### config.mk
export PLATFORM = sky130hd
export DESIGN_NAME = bsctap_top
export DESIGN_NICKNAME = d
export VERILOG_FILES = /design/src/hw/bsctap_top.v /design/src/hw/bsctap_sync.v
export VERILOG_INCLUDE_DIRS = /design/src /design/src/hw
export SDC_FILE = /design/constraint.sdc
export NUM_CORES = 1
export LEC_CHECK = 0
export BUFFER_PORTS_ARGS = -buffer_cell sky130_fd_sc_hd__buf_2
export CORE_ASPECT_RATIO = 0.8
export CORE_MARGIN = 2
export CORE_UTILIZATION = 50
export CTS_CLUSTER_DIAMETER = 40
export DETAILED_ROUTE_END_ITERATION = 12
export PLACE_DENSITY = 0.8
export SYNTH_ARGS = -nofsm -noshare
export SYNTH_HDL_FRONTEND = slang
export SYNTH_SLANG_ARGS = --single-unit
### constraint.sdc
create_clock -name clk_sys -period 3.71 [get_ports clk_sys]
set_input_delay 0.742 -clock clk_sys [delete_from_list [all_inputs] [get_ports clk_sys]]
set_output_delay 0.742 -clock clk_sys [all_outputs]
set_load 0.01 [all_outputs]
### src/hw/bsctap_consts.vh
`ifndef BSCTAP_CONSTS_VH
`define BSCTAP_CONSTS_VH

// instruction codes, 4-bit instruction register
`define BSCTAP_IR_W        4
`define BSCTAP_IR_BYPASS   4'h0
`define BSCTAP_IR_SAMPLE   4'h1
`define BSCTAP_IR_IDCODE   4'h2
`define BSCTAP_IR_USERCODE 4'h3
`define BSCTAP_IR_CLAMP    4'h4
`define BSCTAP_IR_HIGHZ    4'h5
`define BSCTAP_IR_EXTEST   4'h7
`define BSCTAP_IR_IFONOFF  4'h8
`define BSCTAP_IR_REGRD    4'h9
`define BSCTAP_IR_REGWR    4'ha
`define BSCTAP_IR_CAPTURE  4'h1

// data register lengths in bits
`define BSCTAP_LEN_BYPASS  6'h01
`define BSCTAP_LEN_BSR     6'h18
`define BSCTAP_LEN_CODE    6'h20
`define BSCTAP_LEN_IFONOFF 6'h01
`define BSCTAP_LEN_REGRD   6'h08
`define BSCTAP_LEN_REGWR   6'h0f

// boundary chain and register access layout
`define BSCTAP_CELLS       24
`define BSCTAP_PADS        12
`define BSCTAP_DR_W        32
`define BSCTAP_ADDR_W      7
`define BSCTAP_DATA_W      8
`define BSCTAP_EXTRA_CELL  7
`define BSCTAP_EXTRA_PAD   4
`define BSCTAP_INPUT_PAD   3

`endif

### src/hw/bsctap_top.v
`timescale 1ns/100ps
`default_nettype none
`include "bsctap_consts.vh"

module bsctap_top #(
  parameter [3:0]  ID_VERSION = 4'ha,    // arbitrary value
  parameter [15:0] ID_PART    = 16'h5a5a, // arbitrary value
  parameter [10:0] ID_MAKER   = 11'h0aa  // arbitrary value
) (
  input  wire        clk_sys,
  input  wire        nrst,
  input  wire        tck,
  input  wire        tms,
  input  wire        tdi,
  output reg         tdo,
  output reg         tdo_oe,
  input  wire [11:0] core_out,
  input  wire [11:0] core_oe,
  input  wire [11:0] pad_in,
  output reg  [11:0] pad_out,
  output reg  [11:0] pad_oe,
  input  wire [31:0] user_id_bytes,
  output reg         host_if_off,
  output reg  [6:0]  reg_addr,
  output reg  [7:0]  reg_wdata,
  output reg         reg_we,
  input  wire [7:0]  reg_rdata
);

  localparam [3:0] S_TLR   = 4'h0;
  localparam [3:0] S_RTI   = 4'h1;
  localparam [3:0] S_SELDR = 4'h2;
  localparam [3:0] S_CAPDR = 4'h3;
  localparam [3:0] S_SHDR  = 4'h4;
  localparam [3:0] S_EX1DR = 4'h5;
  localparam [3:0] S_PADR  = 4'h6;
  localparam [3:0] S_EX2DR = 4'h7;
  localparam [3:0] S_UPDR  = 4'h8;
  localparam [3:0] S_SELIR = 4'h9;
  localparam [3:0] S_CAPIR = 4'ha;
  localparam [3:0] S_SHIR  = 4'hb;
  localparam [3:0] S_EX1IR = 4'hc;
  localparam [3:0] S_PAIR  = 4'hd;
  localparam [3:0] S_EX2IR = 4'he;
  localparam [3:0] S_UPIR  = 4'hf;

  wire [2:0]  jtag_s;
  wire [11:0] pad_in_s;
  wire        tck_s;
  wire        tms_s;
  wire        tdi_s;
  reg         tck_d;
  wire        rise;
  wire        fall;
  reg  [3:0]  state;
  wire [3:0]  next_state;
  reg  [3:0]  ir;
  reg  [3:0]  ir_sh;
  reg  [31:0] dr_sh;
  reg  [31:0] next_dr_sh;
  reg  [23:0] upd;
  reg  [23:0] cap;
  reg  [11:0] next_pad_out;
  reg  [11:0] next_pad_oe;
  wire [5:0]  len;
  integer     i;

  function [3:0] tap_next;
    input [3:0] st;
    input       m;
    begin
      case (st)
        S_TLR:   tap_next = m ? S_TLR   : S_RTI;
        S_RTI:   tap_next = m ? S_SELDR : S_RTI;
        S_SELDR: tap_next = m ? S_SELIR : S_CAPDR;
        S_CAPDR: tap_next = m ? S_EX1DR : S_SHDR;
        S_SHDR:  tap_next = m ? S_EX1DR : S_SHDR;
        S_EX1DR: tap_next = m ? S_UPDR  : S_PADR;
        S_PADR:  tap_next = m ? S_EX2DR : S_PADR;
        S_EX2DR: tap_next = m ? S_UPDR  : S_SHDR;
        S_UPDR:  tap_next = m ? S_SELDR : S_RTI;
        S_SELIR: tap_next = m ? S_TLR   : S_CAPIR;
        S_CAPIR: tap_next = m ? S_EX1IR : S_SHIR;
        S_SHIR:  tap_next = m ? S_EX1IR : S_SHIR;
        S_EX1IR: tap_next = m ? S_UPIR  : S_PAIR;
        S_PAIR:  tap_next = m ? S_EX2IR : S_PAIR;
        S_EX2IR: tap_next = m ? S_UPIR  : S_SHIR;
        S_UPIR:  tap_next = m ? S_SELDR : S_RTI;
        default: tap_next = S_TLR;
      endcase
    end
  endfunction

  // length of the chain between data in and data out
  function [5:0] dr_len;
    input [3:0] code;
    begin
      case (code)
        `BSCTAP_IR_SAMPLE:   dr_len = `BSCTAP_LEN_BSR;
        `BSCTAP_IR_EXTEST:   dr_len = `BSCTAP_LEN_BSR;
        `BSCTAP_IR_IDCODE:   dr_len = `BSCTAP_LEN_CODE;
        `BSCTAP_IR_USERCODE: dr_len = `BSCTAP_LEN_CODE;
        `BSCTAP_IR_IFONOFF:  dr_len = `BSCTAP_LEN_IFONOFF;
        `BSCTAP_IR_REGRD:    dr_len = `BSCTAP_LEN_REGRD;
        `BSCTAP_IR_REGWR:    dr_len = `BSCTAP_LEN_REGWR;
        default:             dr_len = `BSCTAP_LEN_BYPASS;
      endcase
    end
  endfunction

  bsctap_sync #(.W(3)) u_sync_jtag (
    .clk_sys (clk_sys),
    .nrst    (nrst),
    .d       ({tck, tms, tdi}),
    .q       (jtag_s)
  );

  bsctap_sync #(.W(12)) u_sync_pad (
    .clk_sys (clk_sys),
    .nrst    (nrst),
    .d       (pad_in),
    .q       (pad_in_s)
  );

  assign tck_s = jtag_s[2];
  assign tms_s = jtag_s[1];
  assign tdi_s = jtag_s[0];

  // tap state and registers move only on test clock edges; pad outputs and reg_we update every system clock
  assign rise = tck_s & ~tck_d;
  assign fall = ~tck_s & tck_d;
  // tms is sampled well after the controller's falling-edge change
  assign next_state = tap_next(state, tms_s);
  assign len = dr_len(ir);

  // capture image: even cells see the pad, odd cells the core enable, but cell 7 sees core_out bit 4
  always @* begin
    for (i = 0; i < `BSCTAP_PADS; i = i + 1) begin
      cap[2*i]   = pad_in_s[i];
      cap[2*i+1] = core_oe[i];
    end
    cap[`BSCTAP_EXTRA_CELL] = core_out[`BSCTAP_EXTRA_PAD];
  end

  // shift by one within the active length, tdi enters at the top
  always @* begin
    next_dr_sh = 32'h00000000;
    for (i = 0; i < `BSCTAP_DR_W; i = i + 1) begin
      if (i == len - 1)
        next_dr_sh[i] = tdi_s;
      else if (i < len - 1)
        next_dr_sh[i] = dr_sh[i+1];
    end
  end

  // pads follow the core except while a test instruction owns them
  always @* begin
    next_pad_out = core_out;
    next_pad_oe  = core_oe;
    if (ir == `BSCTAP_IR_EXTEST || ir == `BSCTAP_IR_CLAMP) begin
      for (i = 0; i < `BSCTAP_PADS; i = i + 1) begin
        next_pad_out[i] = upd[2*i];
        next_pad_oe[i]  = upd[2*i+1];
      end
      // the pin behind cell 6 is input only; cell 7 drives the output value of pad 4
      next_pad_oe[`BSCTAP_INPUT_PAD]  = 1'b0;
      next_pad_out[`BSCTAP_EXTRA_PAD] = upd[`BSCTAP_EXTRA_CELL];
    end else if (ir == `BSCTAP_IR_HIGHZ) begin
      next_pad_oe = 12'h000;
    end
  end

  always @(posedge clk_sys or negedge nrst) begin
    if (!nrst) begin
      tck_d       <= 1'b1;
      state       <= S_TLR;
      ir          <= `BSCTAP_IR_IDCODE;
      ir_sh       <= 4'h0;
      dr_sh       <= 32'h00000000;
      upd         <= 24'h000000;
      tdo         <= 1'b0;
      tdo_oe      <= 1'b0;
      pad_out     <= 12'h000;
      pad_oe      <= 12'h000;
      host_if_off <= 1'b0;
      reg_addr    <= 7'h00;
      reg_wdata   <= 8'h00;
      reg_we      <= 1'b0;
    end else begin
      tck_d   <= tck_s;
      pad_out <= next_pad_out;
      pad_oe  <= next_pad_oe;
      reg_we  <= 1'b0;
      if (rise) begin
        state <= next_state;
        if (state == S_TLR || next_state == S_TLR)
          ir <= `BSCTAP_IR_IDCODE;
        case (state)
          S_CAPIR: ir_sh <= `BSCTAP_IR_CAPTURE;
          S_SHIR:  ir_sh <= {tdi_s, ir_sh[3:1]};
          S_CAPDR: begin
            case (ir)
              `BSCTAP_IR_SAMPLE:   dr_sh <= {8'h00, cap};
              `BSCTAP_IR_EXTEST:   dr_sh <= {8'h00, cap};
              `BSCTAP_IR_IDCODE:
                dr_sh <= {ID_VERSION, ID_PART, ID_MAKER, 1'b1};
              `BSCTAP_IR_USERCODE: dr_sh <= user_id_bytes;
              `BSCTAP_IR_REGRD:
                dr_sh <= {24'h000000,
                          host_if_off ? reg_rdata : 8'h00};
              default:             dr_sh <= 32'h00000000;
            endcase
          end
          S_SHDR:  dr_sh <= next_dr_sh;
          default: ;
        endcase
      end
      if (fall) begin
        // output is only driven while a chain is being shifted
        if (state == S_SHIR) begin
          tdo    <= ir_sh[0];
          tdo_oe <= 1'b1;
        end else if (state == S_SHDR) begin
          tdo    <= dr_sh[0];
          tdo_oe <= 1'b1;
        end else begin
          tdo    <= 1'b0;
          tdo_oe <= 1'b0;
        end
        if (state == S_UPIR)
          ir <= ir_sh;
        if (state == S_UPDR) begin
          case (ir)
            `BSCTAP_IR_SAMPLE:  upd <= dr_sh[23:0];
            `BSCTAP_IR_EXTEST:  upd <= dr_sh[23:0];
            `BSCTAP_IR_IFONOFF: host_if_off <= dr_sh[0];
            `BSCTAP_IR_REGRD:   reg_addr <= dr_sh[6:0];
            `BSCTAP_IR_REGWR: begin
              if (host_if_off) begin
                reg_addr  <= dr_sh[6:0];
                reg_wdata <= dr_sh[14:7];
                reg_we    <= 1'b1;
              end
            end
            default: ;
          endcase
        end
      end
    end
  end

endmodule

`default_nettype wire

### src/hw/bsctap_sync.v
`timescale 1ns/100ps
`default_nettype none

// two-flop synchroniser; resets high to match the pull-ups on the pins
module bsctap_sync #(
  parameter W = 1
) (
  input  wire         clk_sys,
  input  wire         nrst,
  input  wire [W-1:0] d,
  output reg  [W-1:0] q
);

  reg [W-1:0] meta;

  always @(posedge clk_sys or negedge nrst) begin
    if (!nrst) begin
      meta <= {W{1'b1}};
      q    <= {W{1'b1}};
    end else begin
      meta <= d;
      q    <= meta;
    end
  end

endmodule

`default_nettype wire

==> run_results.csv, run 1 <==
group,metric,value,unit
synth,yosysSeqAreaShare,59.1,%
critical_path,reg2reg_to,"upd[20]",
global_routing,use_met3,5.24,%
floorplan,core_area,11600,um2
global_routing,grt_pass1_vias,4307,
clock_tree,cts_buffers,17,
global_routing,grt-ovfl-total,0,
clock_tree,cts-htree-levels,4,
critical_path,worstSetupPathType,"reg2reg",
layout,final_layout_size_suffix_gt1_share,34.7,%
synth,ys_seq_elements,141,
sta,worst_slew_pin_slew,830,ps
global_routing,use_met1,34.0,%
synth,postSynth.asyncResetShare,100,%
synth,netlist_instances,497,
floorplan,start_util,51.9,%
clock_tree,postCtsSetupRepairBufs,0,
clock_tree,cts.sinks,141,
clock_tree,cts.path.max_buffers,2,
synth,synth_edf_count,0,
power,power_density,645,nW/um2
detailed_routing,first_pass_iters,6,
global_routing,antenna_found_initial,0,
floorplan,rows,35,
sta,rsz0062_at_grt,"no",
power,peakVddDrop,0.366,mV
clock_tree,cts_hold_buf,0,
clock_tree,cts_tree,"yes",
critical_path,critPathLaunchType,"register",
critical_path,r2r_cells,4,
synth,syn-num-nets,578,
synth,synth.cell_area,6040,um2
critical_path,r2r_setup_slack,930,ps
detailed_routing,drc,0,
clock_tree,cts.clk_slew.worst_paths,60,ps
critical_path,worst_ep_arrival_time,3070,ps
critical_path,path_max_fanout,23,
layout,nets,694,
critical_path,required,4000,ps
sta,min_period,2780,ps
sta,fin_setup_tns,0,ps
floorplan,die_h,102,um
detailed_routing,vias,4601,
clock_tree,clk_latency,420,ps
global_routing,busiest_layer,"met2",
synth,yosysUniqueCellTypes,59,
synth,yosysWarnings,0,
flow_run,max_cap_viol_count,0,
sta,fmax,0.359,GHz
detailed_routing,postRouteAntennaNets,0,
placement,hpwlAfterDp,10400,um
sta,finalSetupViolations,0,
floorplan,die_area,13000,um2
detailed_routing,vias_per_cell,5.94,
critical_path,critPathCaptureType,"register",
hold_path,hp-start,"u_sync_jtag.meta[1]",
placement,port_buffers,123,
sta,period_share,75.0,%
detailed_routing,wl_per_cell,19.1,um
layout,syn2layout_area_growth,22.1,%
synth,synth_area_per_cell,12.2,um2
status,outcome,"finished, final reports clean",
critical_path,r2r-start,"ir[2]",
sta,slew_viol_final,0,
detailed_routing,drtIter0Drc,450,
hold_path,worstHoldPathType,"reg2reg",
placement,place_congestion,0.925,
clock_tree,clock-root-buffer,"clkbuf_16",
placement,place_area,6760,um2
global_routing,gr-usage-met2,36.0,%
layout,final_cell_area,7380,um2
detailed_routing,drt_wl_total,14800,um
clock_tree,post_cts_resized,0,
hold_path,min_to,"u_sync_jtag.q[1]",
global_routing,grt_usage,23.6,%
hold_path,hold_depth,0,
floorplan,dieWidth,127,um
sta,hold_violations,0,
sta,worst_clock_skew,14.9,ps
synth,synth-main-ff-cell,"dfrtp_1",
sta,slew_headroom,44.5,%
global_routing,grt_pass1_wl,23300,um
global_routing,grt_start_max_net_pins,92,
power,power.leakage,3.51,nW
floorplan,num_io_pins,124,
layout,n_antenna_cell,0,
==> per-stage QoR <==
step	hold slack [ps]	setup WS [ps]	utilization, %	cells	total power, mW
after floorplan	345	1990	-	497	2.63
final	354	927	63.3	774	4.76
after global placement	346	1180	58.0	742	2.90
after CTS	356	959	63.3	774	4.75
after global routing	358	764	63.3	774	4.98
after detailed placement	347	1010	58.0	742	2.96
==> critical path: stages, from the launching register on <==
cell and delay (ps):
dfrtp_1 670, nor2b_1 150, nor3_4 470, nand4_2 730
mux2_1 610
==> layout make-up <==
type                       instances  area (um2)
clock buffer                      19         433
inverter                           5        18.8
timing repair buffer             130         687
fill                             871        4270
clock inverter                    13         189
multi-input combinational        318        2300
sequential                       141        3570
tap                              148         185
==> Yosys cell counts, types with 2 or more instances <==
cell | count | area [um2]
mux2_2 | 12 | 135
o21ai_1 | 3 | 15.0
buf_2 | 16 | 80.1
dfstp_2 | 32 | 841
nand3b_1 | 6 | 45.0
a31oi_1 | 4 | 25.0
nand2b_1 | 15 | 93.8
o21ai_0 | 12 | 60.1
mux2i_1 | 4 | 40.0
a21o_1 | 3 | 22.5
nand3_1 | 7 | 35.0
a21oi_1 | 21 | 105
a2bb2oi_1 | 3 | 26.3
and2_1 | 3 | 18.8
nor2b_1 | 6 | 37.5
o21a_1 | 3 | 22.5
a32oi_1 | 4 | 35.0
nor3b_1 | 4 | 30.0
a22o_1 | 25 | 219
nor2_1 | 50 | 188
a311oi_1 | 2 | 17.5
clkbuf_1 | 14 | 52.6
mux2_1 | 43 | 484
nor2_2 | 2 | 12.5
and2_0 | 2 | 12.5
dfrtp_1 | 109 | 2730
o2bb2ai_1 | 3 | 26.3
a222oi_1 | 4 | 40.0
nand2_1 | 27 | 101
a221oi_1 | 19 | 166
and3_1 | 4 | 25.0
o2111ai_1 | 4 | 35.0
inv_1 | 4 | 15.0
buf_4 | 2 | 15.0
==> logic make-up after synthesis <==
logic type / Yosys count / synth area share [%]
AO/OA/AOI/OAI: 117 / 14.5
XOR/XNOR: 1 / 0.145
buffers and inverters: 38 / 2.94
flip-flops: 141 / 59.1
multiplexers: 59 / 10.9
AND/OR/NAND/NOR: 141 / 12.5
==> layer usage <==
metal,share of wire [%],routed length (um)
met3,7.8,1160
met4,1.7,250
met2,45,6620
met1,46,6740
met5,0,0
==> worst max path at each step <==
| stage | slack, ps | cells past startpoint | from | endpoint |
|---|---|---|---|---|
| finish | 930 | 4 | ir[2] | upd[20] |
| global route | 760 | 4 | ir[2] | upd[20] |
| global placement | 1180 | 4 | ir[2] | upd[10] |
| CTS | 960 | 4 | ir[2] | upd[20] |
| floorplan | 1990 | 6 | ir[1] | dr_sh[3] |
| detailed placement | 1010 | 4 | ir[2] | upd[20] |
==> layout by cell type, fill, tap and decap left out, drive strengths merged, types with 6 or more instances in the layout <==
| cell type | n |
|---|---|
| a21oi | 22 |
| a221oi | 19 |
| a22o | 25 |
| buf | 130 |
| clkbuf | 19 |
| dfrtp | 109 |
| dfstp | 32 |
| inv | 8 |
| mux2 | 55 |
| nand2 | 27 |
| nand2b | 16 |
| nand3 | 8 |
| nand3b | 6 |
| nor2 | 53 |
| nor2b | 6 |
| o21ai | 15 |
==> report_power, final <==
group | internal, mW | switching (mW)
clock network | 1.13 | 0.657
registers | 1.80 | 0.292
logic | 0.365 | 0.515
total | 3.29 | 1.46
==> state kept, by name (all words and copies together), names as in the netlist, 7 cells and up <==
name	count
reg_wdata	8
reg_addr	7
u_sync_pad.q	12
pad_oe	12
pad_out	12
u_sync_pad.meta	12
dr_sh	32
upd	23
Note: power is estimated with default switching activity, not from simulation.
==> inputs of run 2 (changes only) <==
--- a/config.mk
+++ b/config.mk
@@ -6,6 +6,7 @@
 export SDC_FILE = /design/constraint.sdc
 export NUM_CORES = 1
 export LEC_CHECK = 0
+export ABC_AREA = 1
 export BUFFER_PORTS_ARGS = -buffer_cell sky130_fd_sc_hd__buf_2
 export CORE_ASPECT_RATIO = 0.8
 export CORE_MARGIN = 2
==> constraint.sdc (replaced) <==
create_clock -name clk_sys -period 2.65 [get_ports clk_sys]
set_input_delay 0.53 -clock clk_sys [delete_from_list [all_inputs] [get_ports clk_sys]]
set_output_delay 0.53 -clock clk_sys [all_outputs]
set_load 0.01 [all_outputs]
==> run 2 against run 1 <==
- sequential share of layout area about the same
- clock power up 22%
- final area about the same
- first-iteration DRC count up 37%
- register-to-register slack worse by 400 ps
- sequential power up 31%
- power up 28%
- count of clock-buffer cells in the layout unchanged
- wire length up 5.1%
- critical path depth up 2
==> run_results.csv, run 2 <==
group,metric,value,unit
synth,postSynth.asyncResetShare,100,%
detailed_routing,first_pass_iters,5,
sta,fmax,0.470,GHz
critical_path,critPathLaunchType,"register",
detailed_routing,vias_per_cell,5.47,
clock_tree,cts_hold_buf,0,
flow_run,max_cap_viol_count,0,
clock_tree,cts.path.max_buffers,2,
synth,synth_edf_count,0,
sta,fin_hold_ws,46.1,ps
clock_tree,post_cts_resized,0,
critical_path,critPathCaptureType,"register",
power,power.leakage,3.60,nW
layout,nets,842,
clock_tree,postCtsSetupRepairBufs,0,
sta,timing.final.ws_setup,522,ps
layout,utilization,61.4,%
synth,yosysUniqueCellTypes,37,
layout,syn2layout_area_growth,20.9,%
synth,ys_seq_elements,141,
power,p_total,6.07,mW
layout,final_cell_area,7380,um2
layout,final_common_cell,"nand2_1",
critical_path,path_max_fanout,16,
detailed_routing,drc,0,
sta,worst_slew_pin_slew,614,ps
layout,fillers,995,
global_routing,grt_pass1_vias,4980,
layout,n_antenna_cell,0,
placement,place_area,6840,um2
floorplan,num_io_pins,124,
layout,reg.largest.list,"dr_sh: 32 flops, upd: 23 flops",
placement,place_congestion,0.889,
synth,synth_top_area_share,44.7,%
layout,largest-register,"dr_sh",
synth,synth_most_common_cell,"nand2_1",
layout,fin_cells,924,
placement,pre_cts_slack,580,ps
critical_path,worst_ep_arrival_time,2410,ps
critical_path,worstSetupPathType,"reg2reg",
global_routing,grt_start_max_net_pins,51,
global_routing,antenna_found_initial,0,
sta,min_period,2130,ps
detailed_routing,wl_per_cell,16.8,um
layout,final_layout_size_suffix_gt1_share,30.6,%
clock_tree,cts.sinks,141,
floorplan,start_util,50.7,%
detailed_routing,postRouteAntennaNets,0,
clock_tree,clk_latency,420,ps
synth,synth-main-ff-cell,"dfrtp_1",
clock_tree,cts-htree-levels,4,
global_routing,grt-ovfl-total,0,
floorplan,rows,36,
placement,port_buffers,123,
detailed_routing,drt_wl_total,15500,um
synth,yosysSeqAreaShare,58.5,%
sta,rsz0062_at_grt,"no",
status,outcome,"finished, final reports clean",
clock_tree,cts_buffers,17,
layout,largest_reg_flops,32,
synth,yosysWarnings,0,
placement,dp_cells,894,
synth,netlist_instances,639,
floorplan,core_area,12000,um2
sta,hold_violations,0,
synth,synth.cell_area,6100,um2
sta,worst_clock_skew,8.21,ps
power,peakVddDrop,0.453,mV
layout,most-common-layout-cells,"nand2_1 (164), buf_2 (122), dfrtp_1 (109), o21ai_0 (61), inv_1 (47)",
critical_path,r2r_setup_slack,520,ps
global_routing,grt_pass1_wl,24700,um
synth,synth_top_area_cell,"dfrtp_1",
sta,fin_setup_tns,0,ps
sta,period_share,80.3,%
clock_tree,clock-root-buffer,"clkbuf_16",
hold_path,worstHoldPathType,"in2async",
synth,syn-num-nets,720,
sta,slew_headroom,59.1,%
detailed_routing,vias,5052,
sta,slew_viol_final,0,
clock_tree,cts.clk_slew.worst_paths,60,ps
clock_tree,cts_tree,"yes",
floorplan,die_h,103,um
detailed_routing,drtIter0Drc,618,
synth,synth_area_leaders,"dfrtp_1 (45%), dfstp_2 (14%), nand2_1 (10%)",
floorplan,die_area,13100,um2
placement,hpwlAfterDp,11100,um
floorplan,dieWidth,128,um
power,power_density,823,nW/um2
synth,synthTopCellsByCount,"nand2_1 (164), dfrtp_1 (109), o21ai_0 (61)",
synth,synth_area_per_cell,9.55,um2
sta,finalSetupViolations,0,
global_routing,grt_usage,24.5,%
critical_path,required,2930,ps
-- run 2: final timing paths --
path | startpoint | end | depth (start not counted)
setup / recovery | ir[0] | dr_sh[10] | 6
hold / removal | nrst | reg_addr[1] | 1
setup reg to reg | ir[0] | dr_sh[10] | 6
hold reg to reg | u_sync_pad.meta[7] | u_sync_pad.q[7] | 0
max in group asynchronous | nrst | u_sync_pad.q[7] | 2
min in group clk_sys | tms | u_sync_jtag.meta[1] | 1
-- run 2: critical path: stages, from the launching register on --
cell and delay, ps:
dfrtp_1 470, inv_2 270, nor2_4 70, a21oi_1 500, a31oi_2 330, a21oi_1 240
a22oi_1 120
-- run 2: logic make-up (layout without fill, tap and decap cells) --
group / Yosys count / count (layout) / share of synthesized area (%)
AND/OR/NAND/NOR: 252 / 252 / 17.9
AO/OA/AOI/OAI: 152 / 152 / 15.1
buffers and inverters: 78 / 211 / 5.45
multiplexers: 16 / 16 / 3.08
flip-flops: 141 / 141 / 58.5
-- run 2: final cells by class --
| type | count | area, um2 | share of cell area (%) |
|---|---|---|---|
| Tap cell | 152 | 190 | 2.58 |
| Inverter | 54 | 203 | 2.75 |
| Sequential cell | 141 | 3570 | 48.4 |
| Clock inverter | 11 | 96.3 | 1.31 |
| Multi-Input combinational cell | 420 | 2200 | 29.8 |
| Clock buffer | 19 | 443 | 6.00 |
| Timing Repair Buffer | 127 | 677 | 9.17 |
-- run 2: power breakdown --
group / total, mW / leakage [nW] / switching (mW) / internal, mW
combinational: 1.14 / 1.67 / 0.752 / 0.392
sequential: 2.74 / 1.68 / 0.248 / 2.49
clock: 2.19 / 0.255 / 0.889 / 1.30
-- run 2: per-layer routing --
metal | track usage (%) | share of wire, % | vias to the layer above
met5 | 0 | 0 | -
met4 | 12.2 | 2.7 | 0
met3 | 3.68 | 7.5 | 40
met2 | 38.1 | 45 | 238
met1 | 34.3 | 45 | 2401
li1 | - | - | 2373
